**config.mk**
```make
export PLATFORM = sky130hd
export DESIGN_NAME = rxifb_frame_builder
export DESIGN_NICKNAME = d
export VERILOG_FILES = /design/src/rxifb_pkg.sv /design/src/rxifb_frame_builder.sv
export SDC_FILE = /design/constraint.sdc
export NUM_CORES = 1
export LEC_CHECK = 0
export BUFFER_PORTS_ARGS = -buffer_cell sky130_fd_sc_hd__buf_2
export CORE_ASPECT_RATIO = 2
export CORE_MARGIN = 2
export CORE_UTILIZATION = 38
export DETAILED_ROUTE_END_ITERATION = 6
export GPL_TIMING_DRIVEN = 0
export MAX_ROUTING_LAYER = met4
export SLEW_MARGIN = 20
export SYNTH_ARGS = -nofsm -noshare
export SYNTH_HDL_FRONTEND = slang
export SYNTH_SLANG_ARGS = --single-unit
export TNS_END_PERCENT = 1
```
**constraint.sdc**
```tcl
create_clock -name pclk -period 12 [get_ports pclk]
set_input_delay 2.4 -clock pclk [delete_from_list [all_inputs] [get_ports pclk]]
set_output_delay 2.4 -clock pclk [all_outputs]
set_load 0.01 [all_outputs]
```
**src/rxifb_pkg.sv**
```systemverilog
`default_nettype none
package rxifb_pkg;
   // -------------------------------------------------
   // Frame bytes
   // -------------------------------------------------
   localparam logic [7:0] START_DELIM   = 8'h7E;
   localparam logic [7:0] TYPE_ADDR_UPD = 8'h8E;
   localparam logic [7:0] TYPE_RX_STD   = 8'h90;
   localparam logic [7:0] TYPE_RX_EXPL  = 8'h91;
   localparam logic [7:0] TYPE_TX_PLAIN = 8'h10;
   localparam logic [7:0] FORMAT_ID     = 8'h00;
   localparam logic [7:0] CKSUM_BASE    = 8'hFF;
   localparam logic [7:0] OPT_KEEP_MASK = 8'hC3;   // Ack, bcast, mode
   localparam logic [1:0] MODE_INVALID  = 2'h0;
   // -------------------------------------------------
   // Byte offsets within a frame
   // -------------------------------------------------
   localparam logic [15:0] OFS_DELIM      = 16'h0000;
   localparam logic [15:0] OFS_LEN_HI     = 16'h0001;
   localparam logic [15:0] OFS_LEN_LO     = 16'h0002;
   localparam logic [15:0] OFS_TYPE       = 16'h0003;
   localparam logic [15:0] OFS_FMT        = 16'h0004;
   localparam logic [15:0] OFS_NEW_LAST   = 16'h000C;
   localparam logic [15:0] OFS_OLD_LAST   = 16'h0014;
   localparam logic [15:0] OFS_SRC64_LAST = 16'h000B;
   localparam logic [15:0] OFS_SRC16_HI   = 16'h000C;
   localparam logic [15:0] OFS_SRC16_LO   = 16'h000D;
   localparam logic [15:0] OFS_STD_OPTS   = 16'h000E;
   localparam logic [15:0] OFS_SRC_EP     = 16'h000E;
   localparam logic [15:0] OFS_DST_EP     = 16'h000F;
   localparam logic [15:0] OFS_CLU_HI     = 16'h0010;
   localparam logic [15:0] OFS_CLU_LO     = 16'h0011;
   localparam logic [15:0] OFS_PRO_HI     = 16'h0012;
   localparam logic [15:0] OFS_PRO_LO     = 16'h0013;
   localparam logic [15:0] OFS_EXP_OPTS   = 16'h0014;
   localparam logic [15:0] STD_HDR_LAST   = 16'h000E;
   localparam logic [15:0] EXP_HDR_LAST   = 16'h0014;
   localparam logic [15:0] UPD_HDR_LAST   = 16'h0014;
   localparam logic [15:0] STD_LEN_BASE   = 16'h000C;
   localparam logic [15:0] EXP_LEN_BASE   = 16'h0012;
   localparam logic [15:0] UPD_LEN        = 16'h0012;
   // -------------------------------------------------
   // Register map
   // -------------------------------------------------
   localparam int          ADDR_W       = 8;
   localparam logic [7:0]  REG_CTRL     = 8'h00;   // Bit 0 output option
   localparam logic [7:0]  REG_DEST_HI  = 8'h04;
   localparam logic [7:0]  REG_DEST_LO  = 8'h08;
   localparam logic [7:0]  REG_DEF_EP   = 8'h0C;   // [7:0] src, [15:8] dst
   localparam logic [7:0]  REG_DEF_CLU  = 8'h10;   // [15:0] cluster
   localparam logic [7:0]  REG_STATUS   = 8'h14;   // Busy, drops, frames
   localparam logic [31:0] DEST_RST     = 32'h00000000;
   localparam logic [7:0]  DEF_EP_RST   = 8'hE8;
   localparam logic [15:0] DEF_CLU_RST  = 16'h0011;
   // -------------------------------------------------
   // Types
   // -------------------------------------------------
   typedef struct packed {
      logic [63:0] src64;
      logic [15:0] src16;
      logic [7:0]  opts;
      logic [7:0]  tx_type;   // Request type the sender used
      logic [7:0]  src_ep;
      logic [7:0]  dst_ep;
      logic [15:0] cluster;
      logic [15:0] profile;
      logic [15:0] pay_len;
   } rxifb_rx_hdr_t;
   typedef enum logic [1:0] {K_UPD, K_STD, K_EXP} rxifb_kind_t;
   typedef enum logic [2:0] {ST_IDLE, ST_HDR, ST_PAY, ST_SUM, ST_DROP} rxifb_state_t;
endpackage
`default_nettype wire

```
**src/rxifb_frame_builder.sv**
```systemverilog
// Design decisions made here: the placing of the registers and the APB register port.
`default_nettype none
module rxifb_frame_builder
   import rxifb_pkg::*;
#(
   parameter int FIFO_W = 8,
   parameter int FIFO_D = 2
)(
   input  wire logic                pclk,
   input  wire logic                presetn,
   input  wire logic                clk_en,
   input  wire logic                psel,
   input  wire logic                penable,
   input  wire logic                pwrite,
   input  wire logic [ADDR_W-1:0]   paddr,
   input  wire logic [31:0]         pwdata,
   output logic [31:0]              prdata,
   output logic                     pready,
   output logic                     pslverr,
   input  wire logic                upd_valid,
   output logic                     upd_ready,
   input  wire logic [63:0]         upd_new_addr,
   input  wire logic                rx_hdr_valid,
   output logic                     rx_hdr_ready,
   input  wire rxifb_rx_hdr_t       rx_hdr,
   input  wire logic                pay_valid,
   output logic                     pay_ready,
   input  wire logic [7:0]          pay_data,
   output logic                     tx_valid,
   input  wire logic                tx_ready,
   output logic [FIFO_W-1:0]        tx_data
);
   // -------------------------------------------------
   // Declarations
   // -------------------------------------------------
   rxifb_state_t        state_ff;        // Sequencer state
   rxifb_kind_t         kind_ff;         // Frame being built
   rxifb_rx_hdr_t       hdr_ff;          // Latched packet header
   logic [63:0]         new_ff;          // Applied destination
   logic [63:0]         old_ff;          // Previous destination
   logic [15:0]         idx_ff;          // Current byte offset
   logic [15:0]         hdr_last_ff;     // Last header offset
   logic [15:0]         len_ff;          // Length field
   logic [15:0]         cnt_ff;          // Payload bytes left
   logic [7:0]          type_ff;         // Frame type byte
   logic [7:0]          sum_ff;          // Running data sum
   logic                ao_ff;           // Receive output option
   logic [31:0]         dh_ff;           // Destination high
   logic [31:0]         dl_ff;           // Destination low
   logic [7:0]          dsep_ff;         // Default source endpoint
   logic [7:0]          ddep_ff;         // Default dest endpoint
   logic [15:0]         dclu_ff;         // Default cluster
   logic [15:0]         frames_ff;       // Frames emitted
   logic [7:0]          drops_ff;        // Packets discarded
   logic [31:0]         prdata_ff;
   logic                pslverr_ff;
   logic [63:0]         a64;
   logic [15:0]         a_last;
   logic [5:0]          sh;
   logic [7:0]          opts_m;
   logic [7:0]          hdr_byte;
   logic [7:0]          gen_byte;
   logic                gen_valid;
   logic                gen_fire;
   logic                in_ready;
   logic                plain;
   logic                upd_take;
   logic                rx_take;
   logic                mapped;
   logic [FIFO_W-1:0]   mem_ff [FIFO_D];
   logic [$clog2(FIFO_D)-1:0] wp_ff;
   logic [$clog2(FIFO_D)-1:0] rp_ff;
   logic [$clog2(FIFO_D+1)-1:0] fcnt_ff;

   // -------------------------------------------------
   // Handshakes
   // -------------------------------------------------
   // Updates take priority over packets
   assign upd_ready    = clk_en && state_ff == ST_IDLE;
   assign rx_hdr_ready = upd_ready && !upd_valid;
   assign upd_take     = upd_ready && upd_valid;
   assign rx_take      = rx_hdr_ready && rx_hdr_valid;
   assign plain        = rx_hdr.tx_type == TYPE_TX_PLAIN;
   assign gen_valid    = state_ff == ST_HDR || state_ff == ST_SUM
                         || (state_ff == ST_PAY && pay_valid);
   assign gen_fire     = clk_en && gen_valid && in_ready;
   // Payload drains into the buffer or is discarded
   assign pay_ready    = clk_en && ((state_ff == ST_PAY && in_ready)
                         || state_ff == ST_DROP);

   // -------------------------------------------------
   // Header byte selection
   // -------------------------------------------------
   always_comb
   begin
      a64    = hdr_ff.src64;
      a_last = OFS_SRC64_LAST;
      // Update notice: new address, then old
      if (kind_ff == K_UPD && idx_ff <= OFS_NEW_LAST)
      begin
         a64    = new_ff;
         a_last = OFS_NEW_LAST;
      end
      else if (kind_ff == K_UPD)
      begin
         a64    = old_ff;
         a_last = OFS_OLD_LAST;
      end
      sh     = 6'((a_last - idx_ff) << 3);
      opts_m = hdr_ff.opts & OPT_KEEP_MASK;
      case (idx_ff)
         OFS_DELIM:  hdr_byte = START_DELIM;
         OFS_LEN_HI: hdr_byte = len_ff[15:8];
         OFS_LEN_LO: hdr_byte = len_ff[7:0];
         OFS_TYPE:   hdr_byte = type_ff;
         default:
         begin
            if (kind_ff == K_UPD && idx_ff == OFS_FMT)
               hdr_byte = FORMAT_ID;
            else if (kind_ff == K_UPD || idx_ff <= OFS_SRC64_LAST)
               hdr_byte = 8'(a64 >> sh);
            else if (idx_ff == OFS_SRC16_HI)
               hdr_byte = hdr_ff.src16[15:8];
            else if (idx_ff == OFS_SRC16_LO)
               hdr_byte = hdr_ff.src16[7:0];
            else if (kind_ff == K_STD)
               hdr_byte = opts_m;
            else
            begin
               // Explicit frame extra fields
               case (idx_ff)
                  OFS_SRC_EP: hdr_byte = hdr_ff.src_ep;
                  OFS_DST_EP: hdr_byte = hdr_ff.dst_ep;
                  OFS_CLU_HI: hdr_byte = hdr_ff.cluster[15:8];
                  OFS_CLU_LO: hdr_byte = hdr_ff.cluster[7:0];
                  OFS_PRO_HI: hdr_byte = hdr_ff.profile[15:8];
                  OFS_PRO_LO: hdr_byte = hdr_ff.profile[7:0];
                  default:    hdr_byte = opts_m;
               endcase
            end
         end
      endcase
   end

   // Byte offered to the buffer
   always_comb
   begin
      case (state_ff)
         ST_PAY:  gen_byte = pay_data;
         ST_SUM:  gen_byte = CKSUM_BASE - sum_ff;
         default: gen_byte = hdr_byte;
      endcase
   end

   // -------------------------------------------------
   // Frame sequencer
   // -------------------------------------------------
   always_ff @(posedge pclk or negedge presetn)
   begin
      if (!presetn)
      begin
         state_ff    <= ST_IDLE;
         kind_ff     <= K_UPD;
         hdr_ff      <= '0;
         new_ff      <= '0;
         old_ff      <= '0;
         idx_ff      <= '0;
         hdr_last_ff <= '0;
         len_ff      <= '0;
         cnt_ff      <= '0;
         type_ff     <= '0;
         frames_ff   <= '0;
         drops_ff    <= '0;
      end
      else if (clk_en)
      begin
         case (state_ff)
            ST_IDLE:
            begin
               idx_ff <= OFS_DELIM;
               // Address update applies and announces
               if (upd_take)
               begin
                  kind_ff     <= K_UPD;
                  new_ff      <= upd_new_addr;
                  old_ff      <= {dh_ff, dl_ff};
                  type_ff     <= TYPE_ADDR_UPD;
                  len_ff      <= UPD_LEN;
                  hdr_last_ff <= UPD_HDR_LAST;
                  cnt_ff      <= '0;
                  state_ff    <= ST_HDR;
               end
               // Invalid delivery mode: swallow payload
               else if (rx_take && rx_hdr.opts[7:6] == MODE_INVALID)
               begin
                  drops_ff <= drops_ff + 8'h01;
                  cnt_ff   <= rx_hdr.pay_len;
                  if (rx_hdr.pay_len != '0)
                     state_ff <= ST_DROP;
               end
               else if (rx_take)
               begin
                  hdr_ff <= rx_hdr;
                  if (plain)
                  begin
                     hdr_ff.src_ep  <= dsep_ff;
                     hdr_ff.dst_ep  <= ddep_ff;
                     hdr_ff.cluster <= dclu_ff;
                  end
                  cnt_ff   <= rx_hdr.pay_len;
                  state_ff <= ST_HDR;
                  if (ao_ff)
                  begin
                     kind_ff     <= K_EXP;
                     type_ff     <= TYPE_RX_EXPL;
                     len_ff      <= EXP_LEN_BASE + rx_hdr.pay_len;
                     hdr_last_ff <= EXP_HDR_LAST;
                  end
                  else
                  begin
                     kind_ff     <= K_STD;
                     type_ff     <= TYPE_RX_STD;
                     len_ff      <= STD_LEN_BASE + rx_hdr.pay_len;
                     hdr_last_ff <= STD_HDR_LAST;
                  end
               end
            end
            ST_HDR:
            begin
               if (gen_fire)
               begin
                  idx_ff <= idx_ff + 16'h0001;
                  if (idx_ff == hdr_last_ff)
                     state_ff <= (cnt_ff != '0) ? ST_PAY : ST_SUM;
               end
            end
            ST_PAY:
            begin
               if (gen_fire)
               begin
                  idx_ff <= idx_ff + 16'h0001;
                  cnt_ff <= cnt_ff - 16'h0001;
                  if (cnt_ff == 16'h0001)
                     state_ff <= ST_SUM;
               end
            end
            ST_SUM:
            begin
               if (gen_fire)
               begin
                  frames_ff <= frames_ff + 16'h0001;
                  state_ff  <= ST_IDLE;
               end
            end
            ST_DROP:
            begin
               if (pay_valid)
               begin
                  cnt_ff <= cnt_ff - 16'h0001;
                  if (cnt_ff == 16'h0001)
                     state_ff <= ST_IDLE;
               end
            end
            default: state_ff <= ST_IDLE;
         endcase
      end
   end

   // Checksum over bytes from the type onward
   always_ff @(posedge pclk or negedge presetn)
   begin
      if (!presetn)
         sum_ff <= '0;
      else if (clk_en)
      begin
         if (state_ff == ST_IDLE)
            sum_ff <= '0;
         else if (gen_fire && state_ff != ST_SUM && idx_ff >= OFS_TYPE)
            sum_ff <= sum_ff + gen_byte;
      end
   end

   // -------------------------------------------------
   // Output buffer
   // -------------------------------------------------
   assign in_ready = fcnt_ff != FIFO_D[$clog2(FIFO_D+1)-1:0];
   // Gated so that no byte leaves while the state is frozen
   assign tx_valid = clk_en && fcnt_ff != '0;
   assign tx_data  = mem_ff[rp_ff];

   // Storage, one flop row per entry
   genvar e;
   generate
      for (e = 0; e < FIFO_D; e++)
      begin : g_ent
         always_ff @(posedge pclk or negedge presetn)
         begin
            if (!presetn)
               mem_ff[e] <= '0;
            else if (clk_en && gen_fire && wp_ff == e)
               mem_ff[e] <= FIFO_W'(gen_byte);
         end
      end
   endgenerate

   // Pointers and fill level
   always_ff @(posedge pclk or negedge presetn)
   begin
      if (!presetn)
      begin
         wp_ff   <= '0;
         rp_ff   <= '0;
         fcnt_ff <= '0;
      end
      else if (clk_en)
      begin
         if (gen_fire)
            wp_ff <= (wp_ff == FIFO_D - 1) ? '0 : wp_ff + 1'b1;
         if (tx_valid && tx_ready)
            rp_ff <= (rp_ff == FIFO_D - 1) ? '0 : rp_ff + 1'b1;
         fcnt_ff <= fcnt_ff + gen_fire - (tx_valid && tx_ready);
      end
   end

   // -------------------------------------------------
   // APB registers
   // -------------------------------------------------
   assign pready  = clk_en;
   assign prdata  = prdata_ff;
   assign pslverr = pslverr_ff;
   assign mapped  = paddr <= REG_STATUS && paddr[1:0] == 2'h0;

   // Read data captured in the setup cycle
   always_ff @(posedge pclk or negedge presetn)
   begin
      if (!presetn)
      begin
         prdata_ff  <= '0;
         pslverr_ff <= 1'b0;
      end
      else if (clk_en && psel && !penable)
      begin
         pslverr_ff <= !mapped;
         case (paddr)
            REG_CTRL:    prdata_ff <= {31'h0, ao_ff};
            REG_DEST_HI: prdata_ff <= dh_ff;
            REG_DEST_LO: prdata_ff <= dl_ff;
            REG_DEF_EP:  prdata_ff <= {16'h0, ddep_ff, dsep_ff};
            REG_DEF_CLU: prdata_ff <= {16'h0, dclu_ff};
            REG_STATUS:  prdata_ff <= {frames_ff, drops_ff, 7'h0,
                                       state_ff != ST_IDLE || tx_valid};
            default:     prdata_ff <= '0;
         endcase
      end
   end

   // Writes land at the access edge; update wins
   always_ff @(posedge pclk or negedge presetn)
   begin
      if (!presetn)
      begin
         ao_ff   <= 1'b0;
         dh_ff   <= DEST_RST;
         dl_ff   <= DEST_RST;
         dsep_ff <= DEF_EP_RST;
         ddep_ff <= DEF_EP_RST;
         dclu_ff <= DEF_CLU_RST;
      end
      else if (clk_en)
      begin
         if (psel && penable && pwrite)
         begin
            case (paddr)
               REG_CTRL:    ao_ff <= pwdata[0];
               REG_DEST_HI: dh_ff <= pwdata;
               REG_DEST_LO: dl_ff <= pwdata;
               REG_DEF_EP:  {ddep_ff, dsep_ff} <= pwdata[15:0];
               REG_DEF_CLU: dclu_ff <= pwdata[15:0];
               default:     ao_ff <= ao_ff;
            endcase
         end
         if (upd_take)
            {dh_ff, dl_ff} <= upd_new_addr;
      end
   end
endmodule // rxifb_frame_builder
`default_nettype wire

```
After elaboration in Yosys (flattened, before gate mapping)
Cells that the tools add are included.

operators by class
  add/subtract/negate cells = 13
  order comparisons = 5
  eq/ne operators = 38
  shifts and indexed selects = 1
  muxes and demuxes = 64
  bitwise gates (word level) = 4
  reductions and logical operators = 66

operator list
  kind                     count
  $mux W32                 7
  $mux W16                 13
  $pmux W32 S6             1
  $mux W64                 2
  $mux W8                  13
  $eq A16 B4 Y1 const B    4
  $eq A16 B5 Y1 const B    4
  $shr A64 B6 Y8           1
  $pmux W16 S3             1
  $pmux W8 S6              1
  $mux W3                  13
  $add A16 B1 Y16 const B  2
  $eq A16 B1 Y1 const B    2
  $eq A16 B2 Y1 const B    2
  $le A16 B4 Y1 const B    2
  $pmux W16 S2             1
  $pmux W8 S4              1
  $reduce_bool A16 Y1      2
  $eq A8 B5 Y1 const B     3
  $logic_and A1 B1 Y1      24
  $reduce_and A3 Y1        8
  $add A4 B16 Y16 const A  1
  $add A5 B16 Y16 const A  1
  $eq A16 B16 Y1           1
  42 further kinds         81

word-level totals
  flip-flop bits (word level) = 523
  input bits = 282

Depth between registers and ports, before layout
  depth in word-level cells = 12
  gate-level depth with buffers = 22
  depth with buffers taken out = 21

Worst setup path before layout
OpenSTA, ideal clock, no wires.

  path kind = input to output
  start point = input clk_en
  end point = output upd_ready
  arrival = 3330 ps
  setup slack = 6270 ps
  stages = 4
  path buffers = 2
  cells stage by stage = clkbuf_1 > nand2_1 > inv_1 > buf_1

on the way
  cells in the longest elaborated chain, start to end = 1

ends and longest elaborated chain
  element              line                       source
  start: declaration   rxifb_frame_builder.sv:11  input wire logic clk_en,
  $logic_and A1 B1 Y1  rxifb_frame_builder.sv:79  assign upd_ready = clk_en && state_ff == ST_IDLE;
  end: declaration     rxifb_frame_builder.sv:21  output logic upd_ready,

No other way between the ends.

Worst setup path in the final report
  start point = register kind_ff[0]
  end point = register sum_ff[6]

on the way
  cells in the longest elaborated chain, start to end = 12

ends and longest elaborated chain
  element                                         line                                                   source
  start: declaration                              rxifb_frame_builder.sv:37                              rxifb_kind_t kind_ff;
  start signal: assignment                        rxifb_frame_builder.sv:163                             kind_ff <= K_UPD;
  start signal: assignment                        rxifb_frame_builder.sv:184                             kind_ff <= K_UPD;
  start signal: assignment                        rxifb_frame_builder.sv:214                             kind_ff <= K_EXP;
  $logic_not A2 Y1                                n/a
  $mux W3 or $logic_and A1 B1 Y1 (tied branches)  rxifb_frame_builder.sv:104, rxifb_frame_builder.sv:99
  $mux W3                                         rxifb_frame_builder.sv:99                              if (kind_ff == K_UPD && idx_ff <= OFS_NEW_LAST)
  $sub A3 B3 Y3                                   rxifb_frame_builder.sv:109                             sh = 6'((a_last - idx_ff) << 3);
  $shr A64 B6 Y8                                  rxifb_frame_builder.sv:121                             hdr_byte = 8'(a64 >> sh);
  $mux W8                                         rxifb_frame_builder.sv:120                             else if (kind_ff == K_UPD || idx_ff <= OFS_SRC64_LAST)
  $mux W8 (*)                                     rxifb_frame_builder.sv:118                             if (kind_ff == K_UPD && idx_ff == OFS_FMT)
  $pmux W8 S4 (*)                                 rxifb_frame_builder.sv:111                             case (idx_ff)
  $pmux W8 S2 (*)                                 rxifb_frame_builder.sv:148                             case (state_ff)
  named net gen_byte[0]                           rxifb_frame_builder.sv:62                              logic [7:0] gen_byte;
  $add A8 B8 Y8 (*)                               rxifb_frame_builder.sv:279                             sum_ff <= sum_ff + gen_byte;
  $mux W8 (*)                                     rxifb_frame_builder.sv:278                             else if (gen_fire && state_ff != ST_SUM && idx_ff >= OFS_TYPE)
  $mux W8 (*)                                     rxifb_frame_builder.sv:276                             if (state_ff == ST_IDLE)
  end signal: assignment                          rxifb_frame_builder.sv:279
  end: declaration                                rxifb_frame_builder.sv:46                              logic [7:0] sum_ff;

Mark *: on every way through the listed nets, which the timed path passes. The rest lies on a longest branch. The select of a mux whose other input is x is not followed.
A chain may end at the register's enable or synchronous reset.

==> reports/qor_table.md <==
| Parameter | This run |
|:---|:---|
| Critical path cell sequence | nor2_4 -> inv_2 -> buf_2 -> buf_2 -> fa_1 -> xor2_1 -> xnor2_1 -> clkbuf_1 -> mux2i_1 -> a211oi_1 -> nor2_1 -> a31oi_1 -> ha_1 -> inv_1 -> fa_1 -> nor2b_1 -> o21ai_0 -> nand2b_1 -> a21o_1 -> a21oi_1 -> xor2_1 -> o21ai_0 |
| Number of different library cells in the post-synthesis netlist | 76 |
| Static Leak | 0.0135 uW |
| Storage cell area | 12500 um2 |
| Clk slew on worst S/H paths | 60 ps |
| Post-detailed-route wirelength per cell | 28.3 um |
| Initial DRC count | 1502 |
| Sum of internal, switching and leakage power | 7540 uW |
| Die H | 362 um |
| Multi-input combinational cell area | 11100 um2 |
| Worst slew margin relative to its limit | 17.5% |
| Area grow syn2layout | 17.9% |
| Count of placed standard cells including taps | 3532 |
| Core Area | 63600 um2 |
| Slew Viols, Final | 0 |
| Seq/Total Area, Yosys | 51.4% |
| Post-detailed-route DRC marker count | 9 |
| Number of nets produced by synthesis | 2712 |
| Total CTS buffers | 49 |
| Number of buffers inserted for hold repair after clock tree synthesis | 0 |
| Clock tree from TritonCTS | yes |
| Startpoint-to-endpoint class of the critical path | reg -> reg |
| Total die area | 66200 um2 |
| Netlist area before placement | 24300 um2 |
| Required time at the worst-slack endpoint | 12490 ps |
| Crit path max-delay family | buffers and inverters |
| Achievable clock frequency | 0.137 GHz |
| IR Drop Worst-Case VDD | 0.151 mV |
| Pwr per Cell Area | 263 nW/um2 |
| Final Non-Filler Cells | 3626 |
| Maximum clock skew at final layout | 36.9 ps |
| Layout Nets | 3092 |
| Maximum capacitance violations | 0 |
| Number of antenna violations at the first check in global routing | 4 |
| Number of failing hold endpoints at the final stage | 0 |
| Transition time of the tightest slew-check pin | 1230 ps |
| Cells after synthesis | 2405 |
| Kind of capture point of the worst setup path | flip-flop |
| Count of buffers from port buffering | 322 |
| Pin count of the biggest net entering global routing | 97 |
| Half-perimeter wire length after detailed placement | 83800 um |
| Number of global-route vias before repair | 21600 |
| Number of enable flip-flop cells after synthesis | 0 |
| Overall Global Routing Usage | 31.8% |
| Number of core rows | 131 |
| Initial core utilization | 38.3% |
| Global-route wire length before repair | 145000 um |
| Total number of yosys warnings | 0 |
| Dominant register cell in the synthesized netlist | sky130_fd_sc_hd__dfrtp_1 |
| Total detailed-routing wirelength | 103000 um |
| Ratio of final minimum period to clock period | 60.9% |
| Gr ovfl total | 0 |
| Post-CTS sizing | 0 |
| CP max stage delay | 710 ps |
| Fraction of final layout cells sized beyond drive strength 1 | 23.2% |
| Total setup buffers inserted after CTS | 0 |
| Fill cells | 6254 |
| Buffer and inverter count on the worst path | 5 |
| CTS Buffer Depth | 3 |
| Clock tree root driver cell | sky130_fd_sc_hd__clkbuf_16 |
| CTS H-tree depth | 2 |
| Class of the most critical hold timing path | reg -> reg |
| Floorplan die width | 183 um |
| Number of setup violations in the final report | 0 |
| Vias | 20700 |
| Slowest stage cell on the critical path | sky130_fd_sc_hd__a211oi_1 |
| Violated checks | design-rule violations |
| Setup repair after global routing missed its margin | no |
| Highest fanout seen on the critical path | 10 |
| Yosys reg bits | 499 |
| Share of flip-flops with an asynchronous set or reset after synthesis | 100% |
| Clk_lat worst skew | 610 ps |
| Worst Path Arrival | 7800 ps |
| Number of top-level design ports | 328 |
| Synthesized area per cell | 10.1 um2 |
| Routability cong. | 1.01 |
| First-pass detailed-route iteration total | 7 |
| Outcome | complete, but fails checks |
| Final critical-path required period | 7310 ps |
| Critical path launch point type | flip-flop |
| Final ANT Viol Nets | 0 |
| Via density | 5.70 |
| Clock sink count | 499 |
registers in the layout, indices dropped and copies added (netlist names), 16 cells and up:
register,flops
dh_ff,32
dclu_ff,16
frames_ff,16
cnt_ff,16
new_ff,64
old_ff,64
idx_ff,16
dl_ff,32
hdr_ff,132
mem_ff,16
len_ff,16
prdata,32
worst paths after layout:
check,depth (start not counted),to,from,slack (ps)
worst max-delay path,22,sum_ff[6]$_DFFE_PN0P_,kind_ff[0]$_DFFE_PN0P_,4690
worst min-delay path,2,old_ff[32]$_DFFE_PN0P_,old_ff[32]$_DFFE_PN0P_,470
min in group asynchronous,1,prdata[16]$_DFFE_PN0P_,presetn,1680
worst min register to register,2,old_ff[32]$_DFFE_PN0P_,old_ff[32]$_DFFE_PN0P_,470
max in group asynchronous,4,mem_ff[1]$_DFFE_PN0P_,presetn,8480
worst max register to register,22,sum_ff[6]$_DFFE_PN0P_,kind_ff[0]$_DFFE_PN0P_,4690
placed cells by master (no fill, tap or decap), types with 6 or more instances in the layout:
cell type                     n
sky130_fd_sc_hd__mux2_2     157
sky130_fd_sc_hd__nor4_1      12
sky130_fd_sc_hd__a211oi_1     9
sky130_fd_sc_hd__nand4_1      9
sky130_fd_sc_hd__a22oi_1     34
sky130_fd_sc_hd__clkbuf_1   138
sky130_fd_sc_hd__and3_1      19
sky130_fd_sc_hd__buf_1       15
sky130_fd_sc_hd__o22ai_1     10
sky130_fd_sc_hd__nand3_1     27
sky130_fd_sc_hd__a31oi_1      9
sky130_fd_sc_hd__o31ai_1     11
sky130_fd_sc_hd__and2_1       6
sky130_fd_sc_hd__o21ai_1      6
sky130_fd_sc_hd__a21oi_1    192
sky130_fd_sc_hd__a21o_1       6
sky130_fd_sc_hd__buf_2      333
sky130_fd_sc_hd__ha_1        23
sky130_fd_sc_hd__xnor2_1     30
sky130_fd_sc_hd__mux4_2      52
sky130_fd_sc_hd__nand2b_1     8
sky130_fd_sc_hd__a22o_1      35
sky130_fd_sc_hd__dfrtp_1    489
sky130_fd_sc_hd__clkinv_2    12
sky130_fd_sc_hd__nor2_1     155
sky130_fd_sc_hd__mux2i_1     43
sky130_fd_sc_hd__dfstp_2     10
sky130_fd_sc_hd__a221oi_1    20
sky130_fd_sc_hd__o21ai_0    133
sky130_fd_sc_hd__nand2_1    543
sky130_fd_sc_hd__or3_1        7
sky130_fd_sc_hd__clkbuf_8    12
sky130_fd_sc_hd__o211ai_1     7
sky130_fd_sc_hd__clkbuf_16   49
sky130_fd_sc_hd__inv_1       23
sky130_fd_sc_hd__nor3_1      23
sky130_fd_sc_hd__a222oi_1     8
sky130_fd_sc_hd__xor2_1      31
sky130_fd_sc_hd__nor2b_1     39
worst register-to-register path, cell delays in order (launching register included):
cell                       delay [ps]
sky130_fd_sc_hd__dfrtp_1          480
sky130_fd_sc_hd__nor2_4           450
sky130_fd_sc_hd__inv_2            280
sky130_fd_sc_hd__buf_2            330
sky130_fd_sc_hd__buf_2            290
sky130_fd_sc_hd__fa_1             440
sky130_fd_sc_hd__xor2_1           600
sky130_fd_sc_hd__xnor2_1          470
sky130_fd_sc_hd__clkbuf_1         660
sky130_fd_sc_hd__mux2i_1          360
sky130_fd_sc_hd__a211oi_1         710
sky130_fd_sc_hd__nor2_1           180
sky130_fd_sc_hd__a31oi_1          370
sky130_fd_sc_hd__ha_1             250
sky130_fd_sc_hd__inv_1             60
sky130_fd_sc_hd__fa_1             380
sky130_fd_sc_hd__nor2b_1          170
sky130_fd_sc_hd__o21ai_0          100
sky130_fd_sc_hd__nand2b_1         150
sky130_fd_sc_hd__a21o_1           130
sky130_fd_sc_hd__a21oi_1           70
sky130_fd_sc_hd__xor2_1           150
sky130_fd_sc_hd__o21ai_0          170
layer usage:
layer	up-vias	track usage, %	wire [um]
met5	-	-	0
met4	0	27.2	10900
met3	312	3.37	4850
met2	839	55.8	52800
met1	10300	31.2	34000
li1	9211	-	-
where the power goes:
| part | leakage [uW] | internal (uW) | switching, uW |
|---|---|---|---|
| Sequential | 0.00622 | 2330 | 640 |
| Clock | 0.000777 | 850 | 694 |
| Combinational | 0.00648 | 1240 | 1780 |
| Total | 0.0135 | 4420 | 3120 |
synth_stat cells, types with 20 or more instances:
| master | number | area [um2] |
|---|---|---|
| sky130_fd_sc_hd__a21oi_1 | 192 | 961 |
| sky130_fd_sc_hd__a221oi_1 | 20 | 175 |
| sky130_fd_sc_hd__a22o_1 | 35 | 307 |
| sky130_fd_sc_hd__a22oi_1 | 34 | 255 |
| sky130_fd_sc_hd__clkbuf_1 | 124 | 465 |
| sky130_fd_sc_hd__dfrtp_1 | 489 | 12200 |
| sky130_fd_sc_hd__ha_1 | 23 | 288 |
| sky130_fd_sc_hd__inv_1 | 23 | 86.3 |
| sky130_fd_sc_hd__mux2_2 | 157 | 1770 |
| sky130_fd_sc_hd__mux2i_1 | 43 | 430 |
| sky130_fd_sc_hd__mux4_2 | 52 | 1170 |
| sky130_fd_sc_hd__nand2_1 | 543 | 2040 |
| sky130_fd_sc_hd__nand3_1 | 27 | 135 |
| sky130_fd_sc_hd__nor2_1 | 155 | 582 |
| sky130_fd_sc_hd__nor2b_1 | 39 | 244 |
| sky130_fd_sc_hd__nor3_1 | 23 | 115 |
| sky130_fd_sc_hd__o21ai_0 | 133 | 666 |
| sky130_fd_sc_hd__xnor2_1 | 30 | 263 |
| sky130_fd_sc_hd__xor2_1 | 31 | 272 |
metrics by stage:
stage | hold WS, ps | TNS [ps] | utilization (%) | setup WS (ps) | cell area (um2)
6_report | 475 | 0 | 45.1 | 4690 | 28700
5_1_grt | 490 | 0 | 45.1 | 4310 | 28700
4_1_cts | 475 | 0 | 45.1 | 4760 | 28700
3_5_place_dp | 459 | 0 | 42.6 | 4770 | 27100
3_3_place_gp | 455 | -821580 | 42.4 | -1770 | 26900
2_1_floorplan | 439 | 0 | - | 6270 | 24300
cell type report:
| type | count | area share, % |
|---|---|---|
| Antenna cell | 4 | 0.0349 |
| Buffer | 153 | 2.09 |
| Clock buffer | 75 | 5.04 |
| Clock inverter | 15 | 0.375 |
| Inverter | 25 | 0.327 |
| Multi-Input combinational cell | 1728 | 38.9 |
| Sequential cell | 499 | 43.6 |
| Tap cell | 798 | 3.48 |
| Timing Repair Buffer | 329 | 6.19 |
cells by family after synthesis:
logic type | count (synthesis) | synth area share (%)
flip-flops | 499 | 51.4
AO/OA/AOI/OAI | 513 | 12.9
buffers and inverters | 178 | 2.85
XOR/XNOR | 61 | 2.20
adder cells (fa/ha/maj) | 25 | 1.35
multiplexers | 254 | 13.9
AND/OR/NAND/NOR | 875 | 15.3
Power figures use the tool's default switching activity.
